File: src/logic/mode_cfg_pkg.sv
/*
  Constants, field layout and types of the general mode configuration
  block. Assumes a byte-wide register port and a single 100 MHz clock.
*/
// Summary of operation
// - Bit-order bit set: CRC runs MSB first, both result bytes bit-reversed.
// - Bit-order bit is ignored while RF communication is in progress.
// - With sync detection on, receiver stays off until byte F0h arrives.
// - With sync detection on, every transmitted frame gets sync byte F0h.
// - Transmit-wait set, reader or initiator: transmitter needs own field.
// - Receive-wait set, target or card: counter starts after external field.
// - Polarity bit: 1 treats secure input active high, 0 active low.
// - Internal envelope signal is coded active low.
// - A register write that changes the polarity bit raises the polarity-change event.
// - Mode-detector-disable bit set switches the mode detector off.
// - Mode detector runs only during the automatic anticollision command.
// - Preset field picks CRC start 0000, 6363, A671 or FFFF for calculation.
// - During communication the CRC preset follows the active mode settings.
// - Register resets to 3Bh; all eight bits read and write.
package mode_cfg_pkg;

  localparam int ADDR_W = 8;
  localparam int DATA_W = 8;

  localparam logic [ADDR_W-1:0] GEN_MODE_OFFSET = 8'h11;
  localparam logic [ADDR_W-1:0] IRQ_STATUS_OFFSET = 8'h20;
  localparam logic [ADDR_W-1:0] IRQ_CLEAR_OFFSET = 8'h21;
  localparam logic [ADDR_W-1:0] IRQ_ENABLE_OFFSET = 8'h22;

  localparam logic [DATA_W-1:0] GEN_MODE_RESET = 8'h3b;
  localparam logic [DATA_W-1:0] SYNC_BYTE = 8'hf0;

  localparam int MSB_ORDER_BIT = 7;
  localparam int SYNC_DETECT_BIT = 6;
  localparam int TX_WAIT_BIT = 5;
  localparam int RX_WAIT_BIT = 4;
  localparam int POLARITY_BIT = 3;
  localparam int MODE_DET_OFF_BIT = 2;
  localparam int PRESET_MSB = 1;
  localparam int PRESET_LSB = 0;

  localparam int EV_COUNT = 2;
  localparam int EV_POLARITY = 0;
  localparam int EV_SYNC_FOUND = 1;
  localparam logic [EV_COUNT-1:0] EV_RESET = 2'h0;

  localparam logic [15:0] PRESET_ZERO = 16'h0000;
  localparam logic [15:0] PRESET_6363 = 16'h6363;
  localparam logic [15:0] PRESET_A671 = 16'ha671;
  localparam logic [15:0] PRESET_FFFF = 16'hffff;

  typedef enum logic [1:0] {
    SYNC_OFF = 2'b00,
    SYNC_HUNT = 2'b01,
    SYNC_LOCKED = 2'b10
  } sync_state_type;

  function automatic logic [15:0] presetFor(input logic [1:0] sel);
    unique case (sel)
      2'b00: presetFor = PRESET_ZERO;
      2'b01: presetFor = PRESET_6363;
      2'b10: presetFor = PRESET_A671;
      2'b11: presetFor = PRESET_FFFF;
    endcase
  endfunction

  function automatic logic [7:0] reverseByte(input logic [7:0] b);
    for (int i = 0; i < 8; i++)
    begin
      reverseByte[i] = b[7-i];
    end
  endfunction

endpackage

File: src/logic/crc_preset_select.sv
/*
  CRC start value selection. Assumes the mode-derived preset is supplied
  by the transmit/receive framing logic outside this block.
*/
`timescale 1ns/1ps
module crc_preset_select
  import mode_cfg_pkg::*;
(
  input wire logic [1:0] presetSel,
  input wire logic rfCommActive,
  input wire logic [15:0] modePreset,
  output logic [15:0] presetValue
);
  always_comb
  begin
    // Communication overrides the software field
    if (rfCommActive)
    begin
      presetValue = modePreset;
    end
    else
    begin
      presetValue = presetFor(presetSel);
    end
  end
endmodule // crc_preset_select

File: src/logic/crc_result_mirror.sv
/*
  Optional bit reversal of each CRC result byte. Assumes a 16-bit raw
  result from the CRC co-processor.
*/
`timescale 1ns/1ps
module crc_result_mirror #(
  parameter int BYTES = 2
) (
  input wire logic [8*BYTES-1:0] rawResult,
  input wire logic mirrorEn,
  output logic [8*BYTES-1:0] outResult
);
  genvar g;
  generate
    for (g = 0; g < BYTES; g++)
    begin : gByte
      assign outResult[8*g+7:8*g] = mirrorEn ?
        mode_cfg_pkg::reverseByte(rawResult[8*g+7:8*g]) :
        rawResult[8*g+7:8*g];
    end
  endgenerate
endmodule // crc_result_mirror

File: src/logic/general_mode_ctrl.sv
/*
  General mode configuration register with the logic it steers: CRC
  order and preset, sync-byte gating, field-gated transmit and receive
  wait start, secure input polarity, mode detector enable and events.
  Assumes a synchronous register port and that the framing engine
  signals communication, frames and received bytes in clk_sys domain.
*/
`timescale 1ns/1ps
module general_mode_ctrl
  import mode_cfg_pkg::*;
(
  input wire logic clk_sys,
  input wire logic rst,
  input wire logic [mode_cfg_pkg::ADDR_W-1:0] regAddr,
  input wire logic [mode_cfg_pkg::DATA_W-1:0] regWrData,
  input wire logic regWrEn,
  input wire logic regRdEn,
  output logic [mode_cfg_pkg::DATA_W-1:0] regRdData,
  input wire logic rfCommActive,
  input wire logic [15:0] modePreset,
  input wire logic [15:0] crcRawResult,
  output logic crcMsbFirst,
  output logic [15:0] crcPresetValue,
  output logic [15:0] crcResultOut,
  input wire logic rxFrameStart,
  input wire logic rxByteValid,
  input wire logic [7:0] rxByte,
  output logic rxActive,
  input wire logic txRequest,
  input wire logic readerMode,
  input wire logic ownFieldOn,
  output logic txStart,
  output logic txSyncPrefix,
  input wire logic rxWaitRequest,
  input wire logic targetMode,
  input wire logic extFieldDetected,
  output logic rxWaitCountStart,
  input wire logic secureSignalIn,
  output logic secureInputActive,
  output logic envelopeN,
  input wire logic autoAnticollActive,
  output logic modeDetectorRun,
  output logic irq
);
  import mode_cfg_pkg::*;

  function automatic logic hit(
    input logic [ADDR_W-1:0] a,
    input logic [ADDR_W-1:0] off
  );
    hit = (a == off);
  endfunction

  logic [DATA_W-1:0] modeReg_q;
  logic [DATA_W-1:0] rdData_q;
  logic [EV_COUNT-1:0] status_q;
  logic [EV_COUNT-1:0] status_d;
  logic [EV_COUNT-1:0] enable_q;
  logic [EV_COUNT-1:0] clearMask;
  logic [EV_COUNT-1:0] events;
  sync_state_type syncState_q;
  sync_state_type syncState_d;
  logic syncFound;
  logic polarityFlip;
  logic modeWrite;
  logic txSyncPrefix_q;
  logic rxWaitPending_q;
  logic rxWaitAllowed;
  logic crcMsbFirst_q;
  logic [15:0] crc_start_value_sel_q;
  logic [15:0] crcResult_q;
  logic [15:0] presetNext;
  logic [15:0] mirrored;
  logic secureActive_q;
  logic envelopeN_q;
  logic modeDetRun_q;
  logic effMsbFirst;

  // Register port

  assign modeWrite = regWrEn && hit(regAddr, GEN_MODE_OFFSET);

  always_ff @(posedge clk_sys)
  begin
    if (rst)
    begin
      modeReg_q <= GEN_MODE_RESET;
    end
    else if (modeWrite)
    begin
      modeReg_q <= regWrData;
    end
  end

  always_ff @(posedge clk_sys)
  begin
    if (rst)
    begin
      enable_q <= EV_RESET;
    end
    else if (regWrEn && hit(regAddr, IRQ_ENABLE_OFFSET))
    begin
      enable_q <= regWrData[EV_COUNT-1:0];
    end
  end

  // Unmapped and write-only addresses read as zero
  always_ff @(posedge clk_sys)
  begin
    if (rst)
    begin
      rdData_q <= '0;
    end
    else if (regRdEn)
    begin
      if (hit(regAddr, GEN_MODE_OFFSET))
      begin
        rdData_q <= modeReg_q;
      end
      else if (hit(regAddr, IRQ_STATUS_OFFSET))
      begin
        rdData_q <= {{(DATA_W-EV_COUNT){1'b0}}, status_q};
      end
      else if (hit(regAddr, IRQ_ENABLE_OFFSET))
      begin
        rdData_q <= {{(DATA_W-EV_COUNT){1'b0}}, enable_q};
      end
      else
      begin
        rdData_q <= '0;
      end
    end
    else
    begin
      rdData_q <= '0;
    end
  end

  assign regRdData = rdData_q;

  // Events and interrupt

  // Compared against the stored bit, so rewriting the same value is quiet
  assign polarityFlip = modeWrite &&
    (regWrData[POLARITY_BIT] != modeReg_q[POLARITY_BIT]);

  assign clearMask = (regWrEn && hit(regAddr, IRQ_CLEAR_OFFSET)) ?
    regWrData[EV_COUNT-1:0] : '0;

  always_comb
  begin
    events = '0;
    events[EV_POLARITY] = polarityFlip;
    events[EV_SYNC_FOUND] = syncFound;
    // Set wins over a clear in the same cycle
    status_d = (status_q & ~clearMask) | events;
  end

  always_ff @(posedge clk_sys)
  begin
    if (rst)
    begin
      status_q <= EV_RESET;
    end
    else
    begin
      status_q <= status_d;
    end
  end

  assign irq = |(status_q & enable_q);

  // CRC order, preset and result

  assign effMsbFirst = modeReg_q[MSB_ORDER_BIT] && !rfCommActive;

  crc_preset_select uPreset (
    .presetSel(modeReg_q[PRESET_MSB:PRESET_LSB]),
    .rfCommActive(rfCommActive),
    .modePreset(modePreset),
    .presetValue(presetNext)
  );

  crc_result_mirror #(
    .BYTES(2)
  ) uMirror (
    .rawResult(crcRawResult),
    .mirrorEn(effMsbFirst),
    .outResult(mirrored)
  );

  always_ff @(posedge clk_sys)
  begin
    if (rst)
    begin
      crcMsbFirst_q <= 1'b0;
      crc_start_value_sel_q <= PRESET_ZERO;
      crcResult_q <= '0;
    end
    else
    begin
      crcMsbFirst_q <= effMsbFirst;
      crc_start_value_sel_q <= presetNext;
      crcResult_q <= mirrored;
    end
  end

  assign crcMsbFirst = crcMsbFirst_q;
  assign crcPresetValue = crc_start_value_sel_q;
  assign crcResultOut = crcResult_q;

  // Sync byte gating of the receiver

  assign syncFound = (syncState_q == SYNC_HUNT) && rxByteValid &&
    (rxByte == SYNC_BYTE);

  always_comb
  begin
    syncState_d = syncState_q;
    unique case (syncState_q)
      SYNC_OFF:
      begin
        if (rxFrameStart)
        begin
          syncState_d = modeReg_q[SYNC_DETECT_BIT] ? SYNC_HUNT :
            SYNC_LOCKED;
        end
      end
      SYNC_HUNT:
      begin
        if (syncFound)
        begin
          syncState_d = SYNC_LOCKED;
        end
      end
      SYNC_LOCKED:
      begin
        // A new frame re-arms the hunt when sync detection is on
        if (rxFrameStart && modeReg_q[SYNC_DETECT_BIT])
        begin
          syncState_d = SYNC_HUNT;
        end
      end
      default:
      begin
        syncState_d = SYNC_OFF;
      end
    endcase
  end

  always_ff @(posedge clk_sys)
  begin
    if (rst)
    begin
      syncState_q <= SYNC_OFF;
    end
    else
    begin
      syncState_q <= syncState_d;
    end
  end

  assign rxActive = (syncState_q == SYNC_LOCKED);

  // Transmit start and sync prefix

  // Refused requests are dropped; the framer must retry
  assign txStart = txRequest && (ownFieldOn || !readerMode ||
    !modeReg_q[TX_WAIT_BIT]);

  always_ff @(posedge clk_sys)
  begin
    if (rst)
    begin
      txSyncPrefix_q <= 1'b0;
    end
    else if (txStart)
    begin
      txSyncPrefix_q <= modeReg_q[SYNC_DETECT_BIT];
    end
  end

  assign txSyncPrefix = txSyncPrefix_q;

  // Receive wait counter start, held until the field appears

  assign rxWaitAllowed = extFieldDetected || !targetMode ||
    !modeReg_q[RX_WAIT_BIT];
  assign rxWaitCountStart = (rxWaitRequest || rxWaitPending_q) &&
    rxWaitAllowed;

  always_ff @(posedge clk_sys)
  begin
    if (rst)
    begin
      rxWaitPending_q <= 1'b0;
    end
    else if (rxWaitCountStart)
    begin
      rxWaitPending_q <= 1'b0;
    end
    else if (rxWaitRequest)
    begin
      rxWaitPending_q <= 1'b1;
    end
  end

  // Secure input polarity and envelope

  always_ff @(posedge clk_sys)
  begin
    if (rst)
    begin
      secureActive_q <= 1'b0;
      envelopeN_q <= 1'b1;
    end
    else
    begin
      secureActive_q <= modeReg_q[POLARITY_BIT] ? secureSignalIn :
        !secureSignalIn;
      envelopeN_q <= modeReg_q[POLARITY_BIT] ? !secureSignalIn :
        secureSignalIn;
    end
  end

  assign secureInputActive = secureActive_q;
  assign envelopeN = envelopeN_q;

  // Mode detector

  always_ff @(posedge clk_sys)
  begin
    if (rst)
    begin
      modeDetRun_q <= 1'b0;
    end
    else
    begin
      modeDetRun_q <= autoAnticollActive &&
        !modeReg_q[MODE_DET_OFF_BIT];
    end
  end

  assign modeDetectorRun = modeDetRun_q;
endmodule // general_mode_ctrl

File: config.mk
export PLATFORM = sky130hd
export DESIGN_NAME = general_mode_ctrl
export DESIGN_NICKNAME = d
export VERILOG_FILES = /design/src/logic/mode_cfg_pkg.sv /design/src/logic/crc_preset_select.sv /design/src/logic/crc_result_mirror.sv /design/src/logic/general_mode_ctrl.sv
export SDC_FILE = /design/constraint.sdc
export NUM_CORES = 1
export LEC_CHECK = 0
export BUFFER_PORTS_ARGS = -buffer_cell sky130_fd_sc_hd__buf_2
export CAP_MARGIN = 30
export CORE_ASPECT_RATIO = 0.7
export CORE_MARGIN = 3
export CORE_UTILIZATION = 45
export CTS_CLUSTER_SIZE = 25
export DETAILED_ROUTE_END_ITERATION = 12
export HOLD_SLACK_MARGIN = 0.12
export MAX_ROUTING_LAYER = met4
export PLACE_DENSITY = 0.9
export SLEW_MARGIN = 20
export SYNTH_ARGS = -nofsm -noshare
export SYNTH_HDL_FRONTEND = slang
export SYNTH_HIERARCHICAL = 1
export SYNTH_SLANG_ARGS = --single-unit
File: constraint.sdc
create_clock -name clk_sys -period 4.15 [get_ports clk_sys]
set_clock_uncertainty 0.1 [all_clocks]
set_input_delay 0.83 -clock clk_sys [delete_from_list [all_inputs] [get_ports clk_sys]]
set_output_delay 0.83 -clock clk_sys [all_outputs]
set_load 0.005 [all_outputs]
======== Word level (Yosys, flattened, before mapping) ========
Index checks and enable logic that the tools add are counted.
word-level totals
  bits in registers ....................... 60
  input port bits ......................... 71
  output and inout bits ................... 49
  logic and storage cells ................. 76
operators by class
  equality and inequality tests ........... 14
  muxes and demuxes ....................... 15
  bitwise operators ....................... 5
  reduce and logical (&&, ||, !) cells .... 29
operators by type and width
  kind                                                                    count
  16-bit one-hot mux with 4 select lines                                  1
  8-bit by 6-bit equality test with 1-bit output (second input constant)  3
  8-bit two-way mux                                                       3
  16-bit two-way mux                                                      1
  2-bit two-way mux                                                       7
  1-bit logical AND                                                       11
  8-bit by 5-bit equality test with 1-bit output (second input constant)  1
  8-bit equality test (second input constant)                             1
  1-bit zero test                                                         7
  2-bit equality test (second input constant)                             3
  2-bit one-hot mux with 3 select lines                                   1
  2-bit OR reduction                                                      3
  1-bit logical OR                                                        5
  2-bit bitwise AND                                                       2
  2-bit by 1-bit equality test with 1-bit output (second input constant)  2
  2-bit zero test                                                         2
  2-bit != test (second input constant)                                   2
  3-bit AND reduction                                                     1
  1-bit two-way mux                                                       2
  2-bit by 1-bit != test with 1-bit output (second input constant)        1
  2-bit NOT                                                               1
  2-bit OR                                                                1
  1-bit != test                                                           1
  1-bit NOT                                                               1

======== Logic depth before layout (Yosys ltp) ========
  depth in word-level cells ............... 6
  depth in mapped cells ................... 6
  gate-level depth less buffers ........... 4

======== By module ========
Netlist, hierarchy kept.
modules (own cells, without submodules)
  module             instances  cells an instance  area an instance (um2)  sequential area each (um2)
  general_mode_ctrl  1          188                2043.2                  1201.2
  crc_result_mirror  1          18                 249.0                   0.0
  crc_preset_select  1          38                 221.5                   0.0

======== Worst setup path before layout ========
Ideal clock, no wire load.
  kind .................................... input -> output
  from .................................... in ownFieldOn
  to ...................................... out txStart
  arrival ................................. 1.163 ns
  data required time ...................... 3.220 ns
  slack ................................... 2.057 ns
  cell stages on the path ................. 2
  cells stage by stage .................... nand3b_1 > and2_1
on the way
  cells in the longest elaborated chain, start to end .. 3
RTL lines
  item                            line                      RTL
  from (decl)                     general_mode_ctrl.sv:31   input wire logic ownFieldOn,
  1-bit logical OR (2 in series)  general_mode_ctrl.sv:268  assign txStart = txRequest && (ownFieldOn || !readerMode ||
  1-bit logical AND               general_mode_ctrl.sv:268
  to (decl)                       general_mode_ctrl.sv:32   output logic txStart,
Every way passes these cells.

======== Final worst setup path ========
Same ends and word-level chain as after synthesis.

==> flow_summary.json <==
{
  "status": "completed",
  "synth_warnings": 6,
  "power.density_nw_per_um2": 376,
  "clockBufferDepth": 2,
  "cp_slowest_cell": "nand3b_1",
  "yosysSeqAreaShare": 0.478,
  "htreeDepth": 3,
  "drt-met1-wl_mm": 2.58,
  "finalCritPeriodShare": 0.560,
  "async_flop_share": 0,
  "setup_viol": 0,
  "fin_ws_ns": 1.83,
  "antenna_found_initial": 0,
  "stdcell_area_um2": 3320,
  "syn_avg_cell_area_um2": 10.3,
  "ios": 120,
  "rows": 22,
  "clkSinkCount": 60,
  "final_cells": 440,
  "nets": 435,
  "cpMostUsedCell": "buf_2",
  "nFillCells": 467,
  "yosys.area.top_type_share": 0.478,
  "gp_congestion": 0.803,
  "synth.largest_area_cell": "dfxtp_1",
  "synth_ff_type": "dfxtp_1",
  "final_layout_size_suffix_gt1_frac": 0.448,
  "critPathKind": "primary input to output pin",
  "cts_resized": 0,
  "first_pass_iters": 4,
  "multi_input_area_um2": 1170,
  "cts_tree": "built",
  "cts_setup_buffers": 0,
  "fmax_ghz": 0.430,
  "holdBufCountCts": 0,
  "grt_overflow": 0,
  "utilization": 0.626,
  "grtUsageTotal": 0.185,
  "slew_headroom": 0.652,
  "dp_hpwl_mm": 4.50,
  "vias": 2115,
  "grt_pass1_wl_mm": 8.97,
  "cp_data_arrival_time_ns": 1.39,
  "leakage_nw": 1.62,
  "dieArea_um2": 6530,
  "start_kind": "primary input",
  "crit_path_max_incr_delay_ns": 0.18,
  "grt_setup_unrepaired": "no",
  "finalPower_mw": 1.25,
  "highest_layer": "met4",
  "detail-route-antenna-nets": 0,
  "regArea_um2": 1200,
  "synthTopCellsByCount": "dfxtp_1 (60), nor2b_1 (32), nand2_1 (29)",
  "synth_most_common_cell": "dfxtp_1",
  "dpl_worst_slack_ns": 1.46,
  "final-max-slew-violation-count": 0,
  "reg2reg_setup_slack_ns": 2.50,
  "start_util": 0.473,
  "synth_area_um2": 2510,
  "worstPathRequired_ns": 3.22,
  "diodes": 0,
  "ys_types": 38,
  "ys_seq_elements": 60,
  "cts_buffers": 9,
  "syn_nets": 315,
  "die_w_um": 95.3,
  "hold_viol": 0,
  "dp_cells": 424,
  "netlist_instances": 244,
  "portBuffers": 119,
  "finalSetupTns_ns": 0,
  "hold_path_class": "flop to flop",
  "syn2layout_area_growth_pct": 32.3,
  "ir_worst_vdd_mv": 0.241,
  "drt_iter0_markers": 84,
  "post_drt_wl_per_cell_um": 13.4,
  "cts-root-buf": "clkbuf_8",
  "drc": 0,
  "worstSkewPairLatency_ns": 0.31,
  "dieHeight_um": 68.5,
  "netlist_top_cells_area": "dfxtp_1 (48%), nor2b_1 (8.0%), mux2_4 (6.0%)",
  "critPathMaxFanout": 3,
  "wl_met3_um": 372,
  "clkTransAtPathRegs_ns": 0.07,
  "wl_met2_mm": 2.92,
  "post-route-min-period_ns": 2.32,
  "viasPerCell": 4.81,
  "hold_ws_ns": 0.359,
  "coreArea_um2": 5310,
  "path_cells": "buf_2 > nand3b_1 > and2_1 > buf_2",
  "drt_wl_total_mm": 5.88,
  "drv_cap": 0,
  "synth_edf_count": 0,
  "grt_max_degree": 53,
  "worstMarginPinSlew_ns": 0.521,
  "place_area_um2": 3110,
  "grt_pass1_vias": 1962,
  "end_kind": "output pin"
}
## cell type report
cell class                 count  area share
clock buffer                  11      0.0455
timing repair buffer         121       0.186
inverter                      11      0.0124
multi-input combinational    161       0.353
clock inverter                 4      0.0147
tap                           72      0.0271
sequential                    60       0.361
## final timing paths
kind,endpoint,depth (start not counted),from
hold / removal,regRdData[2],1,modeReg_q[2]
hold reg to reg,regRdData[2],1,modeReg_q[2]
setup reg to reg,crcResultOut[1],5,modeReg_q[7]
setup / recovery,txStart,4,ownFieldOn
## worst max-delay path: cells and delay by family
kind | cells | cell delay [ns]
and+or+nand+nor | 2 | 0.35
buffers and inverters | 2 | 0.21
## where the power goes
| part | internal, mW | switching [mW] | total, mW |
|---|---|---|---|
| combinational | 0.0696 | 0.0591 | 0.129 |
| sequential | 0.598 | 0.00573 | 0.603 |
| clock | 0.306 | 0.212 | 0.518 |
| total | 0.973 | 0.277 | 1.25 |
## per-layer routing
layer,up-vias,GRT usage
li1,1057,-
met1,983,0.224
met2,73,0.304
met3,2,0.0521
met4,0,0.0540
met5,-,-
## sequential cells by signal, summed over array words and instances (netlist names)
register           cells
syncState_q            2
envelopeN              1
secureInputActive      1
status_q               2
crcMsbFirst            1
txSyncPrefix           1
rxWaitPending_q        1
enable_q               2
regRdData              8
crcResultOut          16
modeReg_q              8
modeDetectorRun        1
crcPresetValue        16
## logic make-up after synthesis
logic type / count (synthesis) / synth area share
compound gates: 22 / 0.0627
simple gates: 112 / 0.273
mux: 25 / 0.123
buf+inv: 23 / 0.0562
xor+xnor: 2 / 0.00697
flops: 60 / 0.478
## cells in the final DEF, fill, tap and decap left out, types with 2 or more instances in the layout
cell type	count
a21oi_1	9
mux2_2	8
and3_1	3
dfxtp_1	60
clkbuf_8	11
clkinv_2	2
a311oi_1	3
a31o_1	3
nand2_1	29
nor2_1	13
buf_2	119
nor4b_1	2
mux2_4	10
nand2b_4	2
and4_2	2
nand3b_1	2
nand3_1	6
nor3_1	3
nand2b_1	2
nor4b_4	2
nor2b_1	32
xnor2_1	2
inv_1	11
and2_1	7
mux2i_1	7
(Power assumes the default switching activity.)
